**config.mk**
```make
export PLATFORM = sky130hd
export DESIGN_NAME = gpmc_top
export DESIGN_NICKNAME = d
export VERILOG_FILES = /design/src/common/gpmc_pkg.sv /design/src/core/gpmc_top.sv
export VERILOG_INCLUDE_DIRS = /design/src /design/src/common
export SDC_FILE = /design/constraint.sdc
export NUM_CORES = 1
export LEC_CHECK = 0
export BUFFER_PORTS_ARGS = -buffer_cell sky130_fd_sc_hd__buf_2
export CORE_MARGIN = 2
export CORE_UTILIZATION = 51
export CTS_CLUSTER_SIZE = 12
export DETAILED_ROUTE_END_ITERATION = 16
export PLACE_DENSITY_LB_ADDON = 0.25
export RECOVER_POWER = 25
export SETUP_SLACK_MARGIN = 0.05
export SLEW_MARGIN = 20
export SYNTH_ARGS = -nofsm -noshare
export SYNTH_HDL_FRONTEND = slang
export SYNTH_SLANG_ARGS = --single-unit
```
**constraint.sdc**
```tcl
create_clock -name CLOCK -period 1.75 [get_ports CLOCK]
set_input_delay 0.175 -clock CLOCK [delete_from_list [all_inputs] [get_ports CLOCK]]
set_output_delay 0.175 -clock CLOCK [all_outputs]
set_load 0.1 [all_outputs]
```
**src/common/gpmc_consts.svh**
```systemverilog
// constants for the general pin pair mode control block
`ifndef GPMC_CONSTS_SVH
`define GPMC_CONSTS_SVH
`define GPMC_CFG_OFFSET 8'h0e
`define GPMC_CFG_RESET 8'h00
`define GPMC_PIN2_VAL_BIT 7
`define GPMC_PIN2_MODE_HI 6
`define GPMC_PIN2_MODE_LO 4
`define GPMC_PIN1_VAL_BIT 3
`define GPMC_PIN1_MODE_HI 2
`define GPMC_PIN1_MODE_LO 0
`endif

```
**src/common/gpmc_pkg.sv**
```systemverilog
// types for the general pin pair mode control block
`default_nettype none
package gpmc_pkg;
  typedef enum logic [2:0] {
    GPMC_MODE_FUNC = 3'h0,
    GPMC_MODE_OUT = 3'h1,
    GPMC_MODE_HIZ = 3'h2,
    GPMC_MODE_IN = 3'h3,
    GPMC_MODE_FUNC_B = 3'h4,
    GPMC_MODE_RHOLD = 3'h5,
    GPMC_MODE_HIZ_B = 3'h6,
    GPMC_MODE_RDEF = 3'h7
  } gpmc_mode_t;
  typedef struct packed {
    logic out_val;
    logic out_en;
    logic func_sel;
  } gpmc_pin_drive_t;
endpackage : gpmc_pkg
`default_nettype wire

```
**src/core/gpmc_top.sv**
```systemverilog
// pin pair mode control: config register, remote value capture, pin drive
`timescale 1ns/1ps
`default_nettype none
`include "gpmc_consts.svh"
module gpmc_top import gpmc_pkg::*; (
  // clock and reset
  input wire logic CLOCK,
  input wire logic RST_N,
  // register port
  input wire logic REG_WR,
  input wire logic REG_RD,
  input wire logic [7:0] REG_ADDR,
  input wire logic [7:0] REG_WDATA,
  input wire logic SECOND_PORT_SELECT,
  output logic [7:0] REG_RDATA,
  // link status and back channel per port
  input wire logic [1:0] LINK_LOST,
  input wire logic [1:0] REMOTE_FRAME_VALID,
  input wire logic [1:0] REMOTE_PIN_ONE,
  input wire logic [1:0] REMOTE_PIN_TWO,
  // first port pins
  input wire logic GENERAL_PIN_ONE_I,
  output logic GENERAL_PIN_ONE_O,
  output logic GENERAL_PIN_ONE_OE,
  output logic GENERAL_PIN_ONE_FUNC,
  input wire logic GENERAL_PIN_TWO_I,
  output logic GENERAL_PIN_TWO_O,
  output logic GENERAL_PIN_TWO_OE,
  output logic GENERAL_PIN_TWO_FUNC,
  // second port pins
  input wire logic SECOND_PORT_PIN_ONE_I,
  output logic SECOND_PORT_PIN_ONE_O,
  output logic SECOND_PORT_PIN_ONE_OE,
  output logic SECOND_PORT_PIN_ONE_FUNC,
  input wire logic SECOND_PORT_PIN_TWO_I,
  output logic SECOND_PORT_PIN_TWO_O,
  output logic SECOND_PORT_PIN_TWO_OE,
  output logic SECOND_PORT_PIN_TWO_FUNC,
  // sampled input levels, pin1 in bit 0, pin2 in bit 1, per port
  output logic [1:0] PORT0_PIN_IN,
  output logic [1:0] PORT1_PIN_IN
);
  // ==========================================================
  // decode
  function automatic gpmc_pin_drive_t gpmc_decode(input logic [2:0] mode, input logic val,
                                                  input logic rem, input logic lost);
    gpmc_pin_drive_t d;
    d = '{out_val: 1'b0, out_en: 1'b0, func_sel: 1'b0};
    unique case (gpmc_mode_t'(mode))
      GPMC_MODE_FUNC, GPMC_MODE_FUNC_B: d.func_sel = 1'b1;
      // x10 only releases the pin; x00 also hands it to its function
      GPMC_MODE_HIZ, GPMC_MODE_HIZ_B: d.out_en = 1'b0;
      GPMC_MODE_OUT: begin
        d.out_en = 1'b1;
        d.out_val = val;
      end
      GPMC_MODE_IN: d.out_en = 1'b0;
      GPMC_MODE_RHOLD: begin
        d.out_en = 1'b1;
        d.out_val = rem;
      end
      GPMC_MODE_RDEF: begin
        d.out_en = 1'b1;
        d.out_val = lost ? val : rem;
      end
    endcase
    return d;
  endfunction : gpmc_decode

  // ==========================================================
  // address decode
  // one mapped address, asked by both the write and the read path
  function automatic logic gpmc_cfg_hit(input logic [7:0] addr);
    return addr == `GPMC_CFG_OFFSET;
  endfunction : gpmc_cfg_hit

  // ==========================================================
  // configuration registers, one copy per port
  logic [7:0] cfg_ff [2];
  logic [7:0] nxt_cfg [2];
  logic [1:0] rem_one_ff, rem_two_ff, nxt_rem_one, nxt_rem_two;
  logic [7:0] rdata_ff, nxt_rdata;
  logic sel;
  assign sel = SECOND_PORT_SELECT;

  // each port keeps its own copy; the select only picks which one an access sees
  // the select is a level and must be steady across the access edge
  // a read in the same cycle as a write returns the old contents
  always_comb begin
    nxt_cfg[0] = cfg_ff[0];
    nxt_cfg[1] = cfg_ff[1];
    nxt_rdata = rdata_ff;
    if (REG_WR && gpmc_cfg_hit(REG_ADDR)) begin
      nxt_cfg[sel] = REG_WDATA;
    end
    if (REG_RD) begin
      // unmapped reads give zero rather than the previous word
      nxt_rdata = gpmc_cfg_hit(REG_ADDR) ? cfg_ff[sel] : 8'h00;
    end
  end

  always_ff @(posedge CLOCK) begin
    if (!RST_N) begin
      cfg_ff[0] <= `GPMC_CFG_RESET;
      cfg_ff[1] <= `GPMC_CFG_RESET;
      rdata_ff <= 8'h00;
    end else begin
      cfg_ff[0] <= nxt_cfg[0];
      cfg_ff[1] <= nxt_cfg[1];
      rdata_ff <= nxt_rdata;
    end
  end

  // ==========================================================
  // remote pin values, only refreshed by valid frames so loss holds them
  // a frame carries both pins of one port; a frame seen during loss still lands
  always_comb begin
    nxt_rem_one = rem_one_ff;
    nxt_rem_two = rem_two_ff;
    for (int p = 0; p < 2; p++) begin
      if (REMOTE_FRAME_VALID[p]) begin
        nxt_rem_one[p] = REMOTE_PIN_ONE[p];
        nxt_rem_two[p] = REMOTE_PIN_TWO[p];
      end
    end
  end

  always_ff @(posedge CLOCK) begin
    if (!RST_N) begin
      rem_one_ff <= 2'h0;
      rem_two_ff <= 2'h0;
    end else begin
      rem_one_ff <= nxt_rem_one;
      rem_two_ff <= nxt_rem_two;
    end
  end

  // ==========================================================
  // pin drive
  // entries 0 and 1 are pin one and two of port 0, entries 2 and 3 those of port 1
  // link loss is taken unfiltered; it reaches the pin one edge after it is seen
  // a write reaches the pins two edges after it is taken
  gpmc_pin_drive_t drv_ff [4];
  gpmc_pin_drive_t nxt_drv [4];

  // reset drive equals mode 000, so every pin starts with its dedicated function
  localparam gpmc_pin_drive_t drv_at_reset = '{out_val: 1'b0, out_en: 1'b0, func_sel: 1'b1};
  always_comb begin
    for (int p = 0; p < 2; p++) begin
      nxt_drv[2*p] = gpmc_decode(cfg_ff[p][`GPMC_PIN1_MODE_HI:`GPMC_PIN1_MODE_LO],
                                 cfg_ff[p][`GPMC_PIN1_VAL_BIT], rem_one_ff[p], LINK_LOST[p]);
      nxt_drv[2*p+1] = gpmc_decode(cfg_ff[p][`GPMC_PIN2_MODE_HI:`GPMC_PIN2_MODE_LO],
                                   cfg_ff[p][`GPMC_PIN2_VAL_BIT], rem_two_ff[p], LINK_LOST[p]);
    end
  end

  // decode is registered so every pin output comes from a flip-flop
  always_ff @(posedge CLOCK) begin
    if (!RST_N) begin
      for (int i = 0; i < 4; i++) begin
        drv_ff[i] <= drv_at_reset;
      end
    end else begin
      for (int i = 0; i < 4; i++) begin
        drv_ff[i] <= nxt_drv[i];
      end
    end
  end

  // ==========================================================
  // input sampling: three stages, change taken once stages two and three agree
  // s1 may go metastable, so only s2 and s3 are compared: one more cycle of delay
  logic [3:0] s1_ff, s2_ff, s3_ff, in_ff;
  logic [3:0] nxt_in;
  logic [3:0] pin_level;
  // bit order matches the drive entries
  assign pin_level = {SECOND_PORT_PIN_TWO_I, SECOND_PORT_PIN_ONE_I, GENERAL_PIN_TWO_I, GENERAL_PIN_ONE_I};
  // a level must be seen twice alike before it is taken
  always_comb begin
    for (int i = 0; i < 4; i++) begin
      nxt_in[i] = (s2_ff[i] == s3_ff[i]) ? s3_ff[i] : in_ff[i];
    end
  end

  always_ff @(posedge CLOCK) begin
    if (!RST_N) begin
      s1_ff <= 4'h0;
      s2_ff <= 4'h0;
      s3_ff <= 4'h0;
      in_ff <= 4'h0;
    end else begin
      s1_ff <= pin_level;
      s2_ff <= s1_ff;
      s3_ff <= s2_ff;
      in_ff <= nxt_in;
    end
  end

  // ==========================================================
  // outputs, each straight from a flip-flop
  // the output enable is high while the pin is driven
  assign REG_RDATA = rdata_ff;
  // first port pins
  assign GENERAL_PIN_ONE_O = drv_ff[0].out_val;
  assign GENERAL_PIN_ONE_OE = drv_ff[0].out_en;
  assign GENERAL_PIN_ONE_FUNC = drv_ff[0].func_sel;
  assign GENERAL_PIN_TWO_O = drv_ff[1].out_val;
  assign GENERAL_PIN_TWO_OE = drv_ff[1].out_en;
  assign GENERAL_PIN_TWO_FUNC = drv_ff[1].func_sel;

  // second port pins
  assign SECOND_PORT_PIN_ONE_O = drv_ff[2].out_val;
  assign SECOND_PORT_PIN_ONE_OE = drv_ff[2].out_en;
  assign SECOND_PORT_PIN_ONE_FUNC = drv_ff[2].func_sel;
  assign SECOND_PORT_PIN_TWO_O = drv_ff[3].out_val;
  assign SECOND_PORT_PIN_TWO_OE = drv_ff[3].out_en;
  assign SECOND_PORT_PIN_TWO_FUNC = drv_ff[3].func_sel;

  // filtered input levels
  assign PORT0_PIN_IN = in_ff[1:0];
  assign PORT1_PIN_IN = in_ff[3:2];
endmodule : gpmc_top
`default_nettype wire

```
==> results of run 1 <==
metrics by stage:
step / cell area [um^2] / std cells / util [%] / total power, uW / worst slack [ns]
finish: 2510 / 317 / 62.8 / 2060 / 0.490
global route: 2510 / 317 / 62.8 / 2160 / 0.428
CTS: 2530 / 317 / 63.2 / 2080 / 0.474
detailed placement: 2450 / 310 / 61.2 / 1450 / 0.499
global placement: 2450 / 310 / 61.2 / 1440 / 0.532
floorplan: 2130 / 211 / - / 1390 / 0.396
cell type report:
type | count | area [um^2]
fillers | 351 | 1490
flip-flops and latches | 56 | 1120
multi-input cells | 140 | 927
repair buffers | 60 | 308
clock buffers | 6 | 72.6
well taps | 50 | 62.6
inverters | 4 | 15.0
clock inverters | 1 | 5.00
kinds of logic (layout without fill, tap and decap cells):
kind of cell	after synthesis	after routing	synth area share (%)
AO/OA/AOI/OAI	34	34	9.65
buffers and inverters	15	71	3.65
flip-flops	56	56	52.7
multiplexers	29	29	14.1
AND/OR/NAND/NOR	77	77	19.8
state kept, by name (all words and copies together), names as in the netlist:
| signal | cells |
|---|---|
| cfg_ff | 16 |
| drv_ff | 12 |
| REG_RDATA | 8 |
| in_ff | 4 |
| s1_ff | 4 |
| s2_ff | 4 |
| s3_ff | 4 |
| rem_one_ff | 2 |
| rem_two_ff | 2 |
layout by cell type (no fill, tap or decap):
cell	Yosys	layout
sky130_fd_sc_hd__and3_1	4	4
sky130_fd_sc_hd__buf_2	1	56
sky130_fd_sc_hd__and2_0	0	2
sky130_fd_sc_hd__inv_1	4	4
sky130_fd_sc_hd__nor2b_1	5	5
sky130_fd_sc_hd__buf_4	1	3
sky130_fd_sc_hd__nand2_1	31	31
sky130_fd_sc_hd__and4_4	1	1
sky130_fd_sc_hd__clkbuf_8	0	5
sky130_fd_sc_hd__or2_2	1	1
sky130_fd_sc_hd__a21boi_0	14	14
sky130_fd_sc_hd__mux2_2	8	8
sky130_fd_sc_hd__nor2_1	3	3
sky130_fd_sc_hd__clkbuf_1	7	1
sky130_fd_sc_hd__nand2b_1	8	8
sky130_fd_sc_hd__clkinv_2	0	1
sky130_fd_sc_hd__clkbuf_2	0	1
sky130_fd_sc_hd__a21oi_1	8	8
sky130_fd_sc_hd__and4b_1	1	1
sky130_fd_sc_hd__and2_1	12	10
sky130_fd_sc_hd__nor4_4	1	1
sky130_fd_sc_hd__mux2i_1	21	21
sky130_fd_sc_hd__nand3_1	1	1
sky130_fd_sc_hd__o21ai_0	12	12
sky130_fd_sc_hd__nand4_1	8	8
sky130_fd_sc_hd__dfxtp_1	56	56
sky130_fd_sc_hd__nand4b_1	1	1
power breakdown:
part	total [uW]	internal [uW]	switching (uW)
registers	1300	1290	7.59
clock network	645	273	372
logic	114	55.6	58.3
routing by layer:
layer | vias to the layer above | routed length, um
li1 | 827 | -
met1 | 697 | 1880
met2 | 40 | 1740
met3 | 6 | 237
met4 | 0 | 51
met5 | - | 0
cell usage after synthesis:
library cell	n	share of area, %
sky130_fd_sc_hd__nor4_4	1	1.0
sky130_fd_sc_hd__buf_4	1	0.35
sky130_fd_sc_hd__clkbuf_1	7	1.2
sky130_fd_sc_hd__and2_1	12	3.5
sky130_fd_sc_hd__and4b_1	1	0.47
sky130_fd_sc_hd__nand4b_1	1	0.41
sky130_fd_sc_hd__mux2_2	8	4.2
sky130_fd_sc_hd__buf_1	1	0.18
sky130_fd_sc_hd__nand2b_1	8	2.4
sky130_fd_sc_hd__inv_1	4	0.71
sky130_fd_sc_hd__buf_12	1	0.94
sky130_fd_sc_hd__nand3_1	1	0.24
sky130_fd_sc_hd__buf_2	1	0.24
sky130_fd_sc_hd__or2_2	1	0.29
sky130_fd_sc_hd__nand4_1	8	2.4
sky130_fd_sc_hd__nor2_1	3	0.53
sky130_fd_sc_hd__mux2i_1	21	9.9
sky130_fd_sc_hd__and4_4	1	0.53
sky130_fd_sc_hd__a21boi_0	14	4.9
sky130_fd_sc_hd__nor2b_1	5	1.5
sky130_fd_sc_hd__o21ai_0	12	2.8
sky130_fd_sc_hd__nand2_1	31	5.5
sky130_fd_sc_hd__dfxtp_1	56	53
sky130_fd_sc_hd__a21oi_1	8	1.9
sky130_fd_sc_hd__and3_1	4	1.2
final timing paths:
kind / startpoint / end / slack [ns] / cells after the start
worst max-delay path: in_ff[1] / PORT0_PIN_IN[1] / 0.49 / 1
worst min-delay path: GENERAL_PIN_TWO_I / s1_ff[1] / 0.08 / 2
worst max register to register: cfg_ff[1][6] / drv_ff[3][2] / 0.75 / 3
worst min register to register: s1_ff[2] / s2_ff[2] / 0.44 / 1
==> metrics.txt, run 1 <==
# TYPE chip_impl_metric gauge
chip_impl_metric{name="clockBufferDepth",unit=""} 2
chip_impl_info{name="run_status",value="completed"} 1
chip_impl_metric{name="num_vias",unit=""} 1570
chip_impl_metric{name="post_route_cells_drive_above_1_share",unit="%"} 28.8
chip_impl_metric{name="worst_ep_arrival_time",unit="ns"} 1.08
chip_impl_metric{name="syn2layout_area_growth",unit="%"} 18.1
chip_impl_metric{name="postRouteWirelength",unit="um"} 3920
chip_impl_metric{name="cell_count_after_synthesis",unit=""} 211
chip_impl_metric{name="synth_seq_cells",unit=""} 56
chip_impl_metric{name="vdd.ir_drop.worst",unit="V"} 0.000438
chip_impl_metric{name="path_max_fanout",unit=""} 3
chip_impl_metric{name="grt_remaining_overflow",unit=""} 0
chip_impl_metric{name="worst_clock_skew",unit="ns"} 0.00576
chip_impl_metric{name="finalHoldViolations",unit=""} 0
chip_impl_metric{name="h-tree-depth",unit=""} 2
chip_impl_metric{name="synth_nets",unit=""} 244
chip_impl_info{name="timing.critical_path.to_type",value="primary output"} 1
chip_impl_info{name="cpLargestDelayFamily",value="buffers and inverters"} 1
chip_impl_metric{name="per_instance_average_area_after_synthesis",unit="um^2"} 10.1
chip_impl_metric{name="num_antenna_cells",unit=""} 0
chip_impl_metric{name="dieHeight",unit="um"} 68.6
chip_impl_metric{name="drt_pre_antenna_iters",unit=""} 4
chip_impl_metric{name="die_area",unit="um^2"} 4700
chip_impl_metric{name="gp_routability_congestion",unit=""} 0.800
chip_impl_metric{name="wl_per_cell",unit="um"} 12.4
chip_impl_metric{name="met3_grt_util",unit="%"} 6.01
chip_impl_metric{name="worstPathRequired",unit="ns"} 1.57
chip_impl_metric{name="worst_skew_pair.late_latency",unit="ns"} 0.30
chip_impl_metric{name="worst_path_largest_cell_delay",unit="ns"} 0.43
chip_impl_metric{name="start_util",unit="%"} 53.1
chip_impl_info{name="top_usage_layer",value="met2"} 1
chip_impl_metric{name="setup_violations",unit=""} 0
chip_impl_metric{name="global_route_wire_length_before_repair",unit="um"} 6570
chip_impl_info{name="start_kind",value="register"} 1
chip_impl_metric{name="cts-hold-fix-buffers",unit=""} 0
chip_impl_metric{name="yosysWarnings",unit=""} 0
chip_impl_metric{name="timing.final.max_slew_violations",unit=""} 0
chip_impl_metric{name="dp_hpwl",unit="um"} 2750
chip_impl_metric{name="hold_ws",unit="ns"} 0.0774
chip_impl_metric{name="setup_tns",unit="ns"} 0
chip_impl_metric{name="finalWorstPathRequiredPeriod",unit="ns"} 1.26
chip_impl_metric{name="global_route.usage.met2",unit="%"} 27.8
chip_impl_metric{name="nNetsFinal",unit=""} 300
chip_impl_metric{name="clk_sink_count",unit=""} 56
chip_impl_metric{name="top_level_ports",unit=""} 57
chip_impl_metric{name="grt_use_met1",unit="%"} 26.5
chip_impl_metric{name="post_synth_num_cell_types",unit=""} 25
chip_impl_metric{name="synthesis.area",unit="um^2"} 2130
chip_impl_metric{name="clock.fmax",unit="MHz"} 794
chip_impl_info{name="holdCritPathClass",value="in -> reg"} 1
chip_impl_metric{name="design.core.area",unit="um^2"} 4000
chip_impl_info{name="worst_path_max_delay_cell",value="sky130_fd_sc_hd__buf_2"} 1
chip_impl_metric{name="post-route-period-util",unit="%"} 72.0
chip_impl_metric{name="grt_pass1_vias",unit=""} 1405
chip_impl_metric{name="post-cts-setup-buffers",unit=""} 0
chip_impl_metric{name="cap_viol_max_count",unit=""} 0
chip_impl_metric{name="clk_pin_slew_worst_paths",unit="ns"} 0.09
chip_impl_info{name="cell_breakdown_of_the_critical_path",value="buf_2"} 1
chip_impl_metric{name="grt_antenna_before_repair",unit=""} 0
chip_impl_metric{name="power_leakage",unit="uW"} 0.00109
chip_impl_info{name="grt_setup_unrepaired",value="false"} 1
chip_impl_info{name="critical_path_class",value="reg -> out"} 1
chip_impl_metric{name="viasPerCell",unit=""} 4.95
chip_impl_metric{name="bufs_and_invs_on_worst_path",unit=""} 1
chip_impl_metric{name="grt_util_overall",unit="%"} 18.9
chip_impl_info{name="clock_root_cell",value="sky130_fd_sc_hd__clkbuf_8"} 1
chip_impl_metric{name="drtIter0Drc",unit=""} 99
chip_impl_metric{name="synth.yosys.seq_area_share",unit="%"} 52.7
chip_impl_info{name="tritoncts_clock_tree",value="yes"} 1
chip_impl_metric{name="worst_pin_slew",unit="ns"} 0.885
chip_impl_metric{name="fp.dieW",unit="um"} 68.6
chip_impl_metric{name="num_rows",unit=""} 23
chip_impl_metric{name="grt_max_degree",unit=""} 57
chip_impl_metric{name="cells_resized_by_post_cts_repair",unit=""} 0
chip_impl_metric{name="slew_headroom",unit="%"} 41.0
chip_impl_metric{name="cts_buffers",unit=""} 5
chip_impl_metric{name="drt_drc_violations_left",unit=""} 0
chip_impl_metric{name="pwr_density_cell",unit="nW/um^2"} 819
chip_impl_metric{name="io_buffer_count",unit=""} 56
chip_impl_metric{name="final_antenna_net_count",unit=""} 0
Power figures use the tool's default switching activity.
==> run 2: changes to the inputs <==
ABC_AREA = 1   (was unset)
CORE_UTILIZATION = 48   (was 51)
clock period = 1.1 ns   (was 1.75 ns; I/O delays follow)
==> run 2 against run 1 <==
Worst hold slack got worse by 0.034 ns. Synthesized cell count rose by 54%. First-iteration DRC count rose by 11%. Die area rose by 19%. Non-clock buffer count rose by 8. Sequential cell count did not move. Total power rose by 77%. Setup slack got worse by 0.41 ns. Critical path depth did not move. Critical endpoint is now PORT1_PIN_IN[1]. Largest power group unchanged.
==> metrics.txt, run 2 <==
# TYPE chip_impl_metric gauge
chip_impl_metric{name="post_route_utilization",unit="%"} 68.3
chip_impl_metric{name="finalHoldViolations",unit=""} 0
chip_impl_metric{name="standard_cell_area_after_detailed_placement",unit="um^2"} 3110
chip_impl_metric{name="largest_register_ffs",unit=""} 16
chip_impl_metric{name="io_buffer_count",unit=""} 56
chip_impl_metric{name="cts_buffers",unit=""} 5
chip_impl_metric{name="grt_antenna_before_repair",unit=""} 0
chip_impl_metric{name="post_route_cells_drive_above_1_share",unit="%"} 27.6
chip_impl_metric{name="synth.yosys.seq_area_share",unit="%"} 46.8
chip_impl_metric{name="dp_hpwl",unit="um"} 3620
chip_impl_metric{name="postRouteWirelength",unit="um"} 4760
chip_impl_info{name="holdCritPathClass",value="in -> reg"} 1
chip_impl_metric{name="die_area",unit="um^2"} 5570
chip_impl_metric{name="synth_nets",unit=""} 357
chip_impl_metric{name="grt_util_overall",unit="%"} 18.9
chip_impl_metric{name="worstPathRequired",unit="ns"} 0.99
chip_impl_info{name="cpLargestDelayFamily",value="flip-flops"} 1
chip_impl_metric{name="design.core.area",unit="um^2"} 4750
chip_impl_metric{name="pwr_density_cell",unit="nW/um^2"} 1120
chip_impl_metric{name="viasPerCell",unit=""} 4.59
chip_impl_info{name="grt_setup_unrepaired",value="false"} 1
chip_impl_metric{name="h-tree-depth",unit=""} 2
chip_impl_metric{name="syn2layout_area_growth",unit="%"} 35.6
chip_impl_info{name="layout_common_cells",value="sky130_fd_sc_hd__nand2_1, sky130_fd_sc_hd__inv_1, sky130_fd_sc_hd__dfxtp_1, sky130_fd_sc_hd__o21ai_0, sky130_fd_sc_hd__buf_2"} 1
chip_impl_metric{name="timing.final.max_slew_violations",unit=""} 0
chip_impl_metric{name="setup_tns",unit="ns"} 0
chip_impl_metric{name="per_instance_average_area_after_synthesis",unit="um^2"} 7.39
chip_impl_metric{name="clockBufferDepth",unit=""} 2
chip_impl_info{name="run_status",value="completed"} 1
chip_impl_metric{name="clk_pin_slew_worst_paths",unit="ns"} 0.10
chip_impl_metric{name="num_rows",unit=""} 25
chip_impl_metric{name="slew_headroom",unit="%"} 78.2
chip_impl_metric{name="top_level_ports",unit=""} 57
chip_impl_metric{name="num_antenna_cells",unit=""} 0
chip_impl_metric{name="path_max_fanout",unit=""} 3
chip_impl_metric{name="synth_seq_cells",unit=""} 56
chip_impl_metric{name="power_leakage",unit="uW"} 0.00153
chip_impl_metric{name="global_route_wire_length_before_repair",unit="um"} 8130
chip_impl_metric{name="worst_clock_skew",unit="ns"} 0.00436
chip_impl_info{name="synth_most_common_cell",value="sky130_fd_sc_hd__nand2_1"} 1
chip_impl_info{name="timing.critical_path.to_type",value="primary output"} 1
chip_impl_metric{name="fill_cells",unit=""} 413
chip_impl_metric{name="bufs_and_invs_on_worst_path",unit=""} 1
chip_impl_metric{name="synthesis.area",unit="um^2"} 2390
chip_impl_metric{name="worst_ep_arrival_time",unit="ns"} 0.91
chip_impl_info{name="final_common_cell",value="sky130_fd_sc_hd__nand2_1"} 1
chip_impl_metric{name="synth_adder_area_share",unit="%"} 0
chip_impl_metric{name="final_cell_area",unit="um^2"} 3250
chip_impl_metric{name="clock.fmax",unit="MHz"} 983
chip_impl_metric{name="cell_count_after_synthesis",unit=""} 324
chip_impl_metric{name="finalWorstPathRequiredPeriod",unit="ns"} 1.02
chip_impl_info{name="post-synth-top-area-cell",value="sky130_fd_sc_hd__dfxtp_1"} 1
chip_impl_metric{name="worst_path_largest_cell_delay",unit="ns"} 0.40
chip_impl_metric{name="vdd.ir_drop.worst",unit="V"} 0.000749
chip_impl_info{name="worst_path_max_delay_cell",value="sky130_fd_sc_hd__dfxtp_1"} 1
chip_impl_metric{name="setup_violations",unit=""} 0
chip_impl_info{name="cell_breakdown_of_the_critical_path",value="buf_12"} 1
chip_impl_metric{name="synth_top_area_share",unit="%"} 46.8
chip_impl_metric{name="yosys.area_share.simple",unit="%"} 25.8
chip_impl_metric{name="nNetsFinal",unit=""} 419
chip_impl_metric{name="cap_viol_max_count",unit=""} 0
chip_impl_metric{name="fp.dieW",unit="um"} 74.6
chip_impl_metric{name="drt_pre_antenna_iters",unit=""} 4
chip_impl_info{name="netlist_top_cells_area",value="sky130_fd_sc_hd__dfxtp_1, sky130_fd_sc_hd__nand2_1, sky130_fd_sc_hd__inv_1"} 1
chip_impl_metric{name="start_util",unit="%"} 50.4
chip_impl_info{name="start_kind",value="register"} 1
chip_impl_info{name="critical_path_class",value="reg -> out"} 1
chip_impl_metric{name="grt_max_degree",unit=""} 25
chip_impl_info{name="regMostFlops",value="cfg_ff"} 1
chip_impl_metric{name="yosys.area_share.xor_xnor",unit="%"} 0
chip_impl_metric{name="gp_routability_congestion",unit=""} 0.788
chip_impl_metric{name="post_synth_num_cell_types",unit=""} 22
chip_impl_metric{name="synth_async_sr_flop_share",unit="%"} 0
chip_impl_metric{name="clk_sink_count",unit=""} 56
chip_impl_info{name="tritoncts_clock_tree",value="yes"} 1
chip_impl_metric{name="drtIter0Drc",unit=""} 110
chip_impl_info{name="largest_family_of_logic_cells_by_synthesized_area",value="simple AND/OR/NAND/NOR gates"} 1
chip_impl_metric{name="drt_drc_violations_left",unit=""} 0
chip_impl_metric{name="grt_pass1_vias",unit=""} 1929
chip_impl_metric{name="worst_skew_pair.late_latency",unit="ns"} 0.31
chip_impl_metric{name="synth_enable_flop_cells",unit=""} 0
chip_impl_metric{name="dieHeight",unit="um"} 74.6
chip_impl_metric{name="worst_pin_slew",unit="ns"} 0.327
chip_impl_info{name="synth_ff_type",value="sky130_fd_sc_hd__dfxtp_1"} 1
chip_impl_info{name="yosys-top-cells-count",value="sky130_fd_sc_hd__nand2_1, sky130_fd_sc_hd__inv_1, sky130_fd_sc_hd__dfxtp_1"} 1
chip_impl_metric{name="wl_per_cell",unit="um"} 10.5
chip_impl_metric{name="final_antenna_net_count",unit=""} 0
chip_impl_info{name="clock_root_cell",value="sky130_fd_sc_hd__clkbuf_8"} 1
chip_impl_metric{name="num_vias",unit=""} 2083
chip_impl_metric{name="grt_remaining_overflow",unit=""} 0
chip_impl_metric{name="yosysWarnings",unit=""} 0
chip_impl_metric{name="synth-compound-area-share",unit="%"} 12.5
chip_impl_metric{name="post-route-period-util",unit="%"} 92.5
chip_impl_metric{name="synth.area.mux_share",unit="%"} 0
[run 2: cell types whose count changed after synthesis, sizes merged, moves of 7 or more]
cell and change:
nand2 +41, nor2 +26, mux2 -8, o21ai +20
buf +7, and2 -12, a21boi -14, inv +66
nand4 +10, nand2b -8, mux2i -21, a21oi +14
nand3 +7
[run 2: cell type report]
class | count | area (um^2) | share of cell area (%)
clock inverters | 3 | 21.3 | 0.655
clock buffers | 5 | 68.8 | 2.12
well taps | 67 | 83.8 | 2.58
multi-input cells | 185 | 921 | 28.4
inverters | 70 | 263 | 8.09
flip-flops and latches | 56 | 1140 | 35.0
repair buffers | 68 | 753 | 23.2
[run 2: through the flow]
step | cells | setup slack [ns] | hold slack [ns] | total power, uW
detailed placement | 442 | 0.0798 | 0.297 | 2570
finish | 454 | 0.0830 | 0.0436 | 3650
CTS | 454 | 0.101 | 0.0383 | 3680
global placement | 442 | 0.0997 | 0.293 | 2560
floorplan | 324 | 0.0810 | 0.208 | 2400
global route | 454 | 0.0335 | 0.0515 | 3780
[run 2: logic make-up (layout without fill, tap and decap cells)]
family,Yosys count,after routing
buf+inv,83,146
compound gates,54,54
simple gates,131,131
flops,56,56
[run 2: what timing repair did]
action / in CTS / in global routing
resized for setup: 0 / 5
setup buffers: 0 / 0
endpoints found under the hold margin: 4 / 0
setup endpoints to repair: 0 / 3
hold buffers: 4 / 0
[run 2: report_power, final]
part	switching (uW)	leakage [uW]	internal (uW)
Combinational	268	0.00102	165
Sequential	25.3	0.000461	2070
Clock	662	0.0000445	453
Total	955	0.00153	2690
[run 2: final timing paths]
| path | from | slack, ns | end | cells after the start |
|---|---|---|---|---|
| hold reg to reg | s1_ff[0] | 0.42 | s2_ff[0] | 2 |
| setup / recovery | in_ff[3] | 0.08 | PORT1_PIN_IN[1] | 1 |
| hold / removal | REMOTE_PIN_ONE[1] | 0.04 | rem_one_ff[1] | 3 |
| setup reg to reg | cfg_ff[1][4] | 0.15 | drv_ff[3][2] | 4 |
[run 2: layer usage]
metal | GRT usage (%) | up-vias | routed length, um
li1 | - | 1124 | -
met3 | 3.88 | 7 | 186
met1 | 23.9 | 902 | 2270
met2 | 32.4 | 50 | 2230
met5 | 0 | - | 0
met4 | 6.55 | 0 | 71
==> run 3: changes to the inputs <==
CELL_PAD_IN_SITES_DETAIL_PLACEMENT = 0   (was unset)
CELL_PAD_IN_SITES_GLOBAL_PLACEMENT = 2   (was unset)
CORE_UTILIZATION = 26   (was 48)
==> run 3 against run 2 <==
Combinational power up 3%. First-iteration DRC count down 37%. Sequential power about the same. Global-route usage down 7.0 points. Setup slack better by 0.018 ns. Non-clock buffer count down 3. Clock skew up 0.00058 ns. Via count down 3.0%. Worst hold slack worse by 0.031 ns. Largest power group unchanged. Highest routed layer unchanged.
==> metrics.txt, run 3 (synthesis gave the netlist of run 2 again) <==
# TYPE chip_impl_metric gauge
chip_impl_info{name="run_status",value="completed"} 1
chip_impl_info{name="critical_path_class",value="reg -> out"} 1
chip_impl_metric{name="worst_hold_path.num_cells",unit=""} 3
chip_impl_metric{name="num_antenna_cells",unit=""} 0
chip_impl_metric{name="design.core.area",unit="um^2"} 9060
chip_impl_metric{name="postRouteWirelength",unit="um"} 5500
chip_impl_info{name="worst_path_max_delay_cell",value="sky130_fd_sc_hd__dfxtp_1"} 1
chip_impl_metric{name="drt_drc_violations_left",unit=""} 0
chip_impl_info{name="tritoncts_clock_tree",value="yes"} 1
chip_impl_metric{name="clk_sink_count",unit=""} 56
chip_impl_metric{name="standard_cell_area_after_detailed_placement",unit="um^2"} 3180
chip_impl_metric{name="clockBufferDepth",unit=""} 2
chip_impl_metric{name="post-cts-setup-buffers",unit=""} 0
chip_impl_metric{name="finalWorstPathRequiredPeriod",unit="ns"} 0.999
chip_impl_metric{name="grt_remaining_overflow",unit=""} 0
chip_impl_metric{name="nNetsFinal",unit=""} 416
chip_impl_metric{name="post_route_cells_drive_above_1_share",unit="%"} 27.9
chip_impl_metric{name="viasPerCell",unit=""} 4.08
chip_impl_info{name="crit-reg2reg-launch",value="cfg_ff[0][6]"} 1
chip_impl_metric{name="r2r.worst_path.cells",unit=""} 5
chip_impl_metric{name="post-route-period-util",unit="%"} 90.8
chip_impl_metric{name="largest_register_ffs",unit=""} 16
chip_impl_metric{name="timing.final.max_slew_violations",unit=""} 0
chip_impl_metric{name="pwr_density_cell",unit="nW/um^2"} 1180
chip_impl_metric{name="h-tree-depth",unit=""} 2
chip_impl_metric{name="final_antenna_net_count",unit=""} 0
chip_impl_metric{name="worst_pin_slew",unit="ns"} 0.341
chip_impl_metric{name="worstPathRequired",unit="ns"} 0.99
chip_impl_metric{name="num_rows",unit=""} 35
chip_impl_metric{name="num_vias",unit=""} 2020
chip_impl_info{name="hold_path_startpoint",value="REMOTE_PIN_ONE[1]"} 1
chip_impl_metric{name="dieHeight",unit="um"} 100
chip_impl_metric{name="cts_buffers",unit=""} 5
chip_impl_metric{name="worst_ep_arrival_time",unit="ns"} 0.89
chip_impl_metric{name="drtIter0Drc",unit=""} 69
chip_impl_metric{name="grt_antenna_before_repair",unit=""} 0
chip_impl_info{name="final_common_cell",value="sky130_fd_sc_hd__nand2_1"} 1
chip_impl_info{name="start_kind",value="register"} 1
chip_impl_metric{name="final_cell_area",unit="um^2"} 3340
chip_impl_metric{name="cap_viol_max_count",unit=""} 0
chip_impl_info{name="cpLargestDelayFamily",value="flip-flops"} 1
chip_impl_metric{name="vdd.ir_drop.worst",unit="V"} 0.000527
chip_impl_info{name="cell_breakdown_of_the_critical_path",value="buf_12"} 1
chip_impl_metric{name="global_route_wire_length_before_repair",unit="um"} 9470
chip_impl_metric{name="fp.dieW",unit="um"} 100
chip_impl_metric{name="met1Wirelength",unit="um"} 2890
chip_impl_info{name="topRoutingLayerUsed",value="met4"} 1
chip_impl_metric{name="path_max_fanout",unit=""} 1
chip_impl_metric{name="worst_skew_pair.late_latency",unit="ns"} 0.32
chip_impl_metric{name="dr_wl_met2",unit="um"} 2270
chip_impl_metric{name="dp_hpwl",unit="um"} 3950
chip_impl_metric{name="dr_wl_met3",unit="um"} 265
chip_impl_metric{name="syn2layout_area_growth",unit="%"} 39.7
chip_impl_info{name="holdCritPathClass",value="in -> reg"} 1
chip_impl_metric{name="setup_violations",unit=""} 0
chip_impl_metric{name="top_level_ports",unit=""} 57
chip_impl_metric{name="worst_clock_skew",unit="ns"} 0.00494
chip_impl_info{name="timing.rr.end",value="drv_ff[1][2]"} 1
chip_impl_metric{name="finalHoldViolations",unit=""} 0
chip_impl_metric{name="clock.fmax",unit="MHz"} 1000
chip_impl_metric{name="bufs_and_invs_on_worst_path",unit=""} 1
chip_impl_metric{name="power_leakage",unit="uW"} 0.00154
chip_impl_metric{name="grt_max_degree",unit=""} 49
chip_impl_metric{name="gp_routability_congestion",unit=""} 0.735
chip_impl_metric{name="wl_per_cell",unit="um"} 11.1
chip_impl_metric{name="start_util",unit="%"} 26.4
chip_impl_info{name="regMostFlops",value="cfg_ff"} 1
chip_impl_metric{name="worst_path_largest_cell_delay",unit="ns"} 0.39
chip_impl_info{name="timing.critical_path.to_type",value="primary output"} 1
chip_impl_metric{name="grt_pass1_vias",unit=""} 1951
chip_impl_info{name="hold_path_end",value="rem_one_ff[1]"} 1
chip_impl_info{name="layout_common_cells",value="sky130_fd_sc_hd__nand2_1, sky130_fd_sc_hd__inv_1, sky130_fd_sc_hd__dfxtp_1, sky130_fd_sc_hd__o21ai_0, sky130_fd_sc_hd__buf_2"} 1
chip_impl_metric{name="drt_pre_antenna_iters",unit=""} 4
chip_impl_info{name="grt_setup_unrepaired",value="false"} 1
chip_impl_metric{name="io_buffer_count",unit=""} 56
chip_impl_metric{name="slew_headroom",unit="%"} 77.3
chip_impl_metric{name="grt_util_overall",unit="%"} 11.9
chip_impl_metric{name="clk_pin_slew_worst_paths",unit="ns"} 0.10
chip_impl_metric{name="reg2reg_setup_slack",unit="ns"} 0.14
chip_impl_metric{name="die_area",unit="um^2"} 9990
chip_impl_info{name="clock_root_cell",value="sky130_fd_sc_hd__clkbuf_8"} 1
chip_impl_metric{name="setup_tns",unit="ns"} 0
-- run 3: area by class of cell --
type | count | area (um^2)
timing repair buffer | 65 | 768
fill | 952 | 5720
tap | 111 | 139
inverter | 70 | 263
sequential | 56 | 1140
clock buffer | 6 | 72.6
multi-input combinational | 185 | 921
clock inverter | 2 | 38.8
-- run 3: per-layer routing --
layer | up-vias | track usage, %
met5 | - | 0
met4 | 0 | 3.48
met3 | 5 | 2.99
met2 | 42 | 17.6
met1 | 853 | 17.2
li1 | 1120 | -
-- run 3: worst max path at each step --
stage	slack, ns	start	cells after the start	to
5_1_grt	0.03	cfg_ff[0][6]	5	drv_ff[1][2]
4_1_cts	0.08	drv_ff[1][0]	1	GENERAL_PIN_TWO_FUNC
3_5_place_dp	0.06	REG_ADDR[7]	8	cfg_ff[0][5]
6_report	0.10	drv_ff[2][0]	1	SECOND_PORT_PIN_ONE_FUNC
2_1_floorplan	0.08	drv_ff[0][0]	0	GENERAL_PIN_ONE_FUNC
3_3_place_gp	0.06	REG_ADDR[7]	8	cfg_ff[0][5]
-- run 3: worst reg2reg max path, stage by stage (launching register included) --
cell	delay, ns
sky130_fd_sc_hd__dfxtp_1	0.37
sky130_fd_sc_hd__inv_1	0.08
sky130_fd_sc_hd__nand3_1	0.13
sky130_fd_sc_hd__a21oi_1	0.08
sky130_fd_sc_hd__o21ai_0	0.16
sky130_fd_sc_hd__inv_1	0.05
-- run 3: what timing repair did --
item / CTS / global route
hold buffers: 4 / 0
endpoints found under the setup margin: 0 / 3
resized for setup: 0 / 8
endpoints found under the hold margin: 4 / 0
-- run 3: metrics by stage --
stage	setup WS [ns]	cells	hold slack [ns]	utilization, %	power, uW
2_1_floorplan	0.0810	324	0.208	-	2400
3_3_place_gp	0.0629	483	0.292	35.1	2580
3_5_place_dp	0.0643	483	0.298	35.1	2590
4_1_cts	0.0812	495	0.00964	36.8	4010
5_1_grt	0.0294	495	0.0256	36.9	4100
6_report	0.101	495	0.0123	36.9	3940
-- run 3: power by group --
| group | internal [uW] | leakage [uW] | switching [uW] |
|---|---|---|---|
| logic | 173 | 0.00102 | 275 |
| registers | 2070 | 0.000463 | 26.0 |
| clock network | 689 | 0.0000558 | 702 |
| total | 2930 | 0.00154 | 1000 |
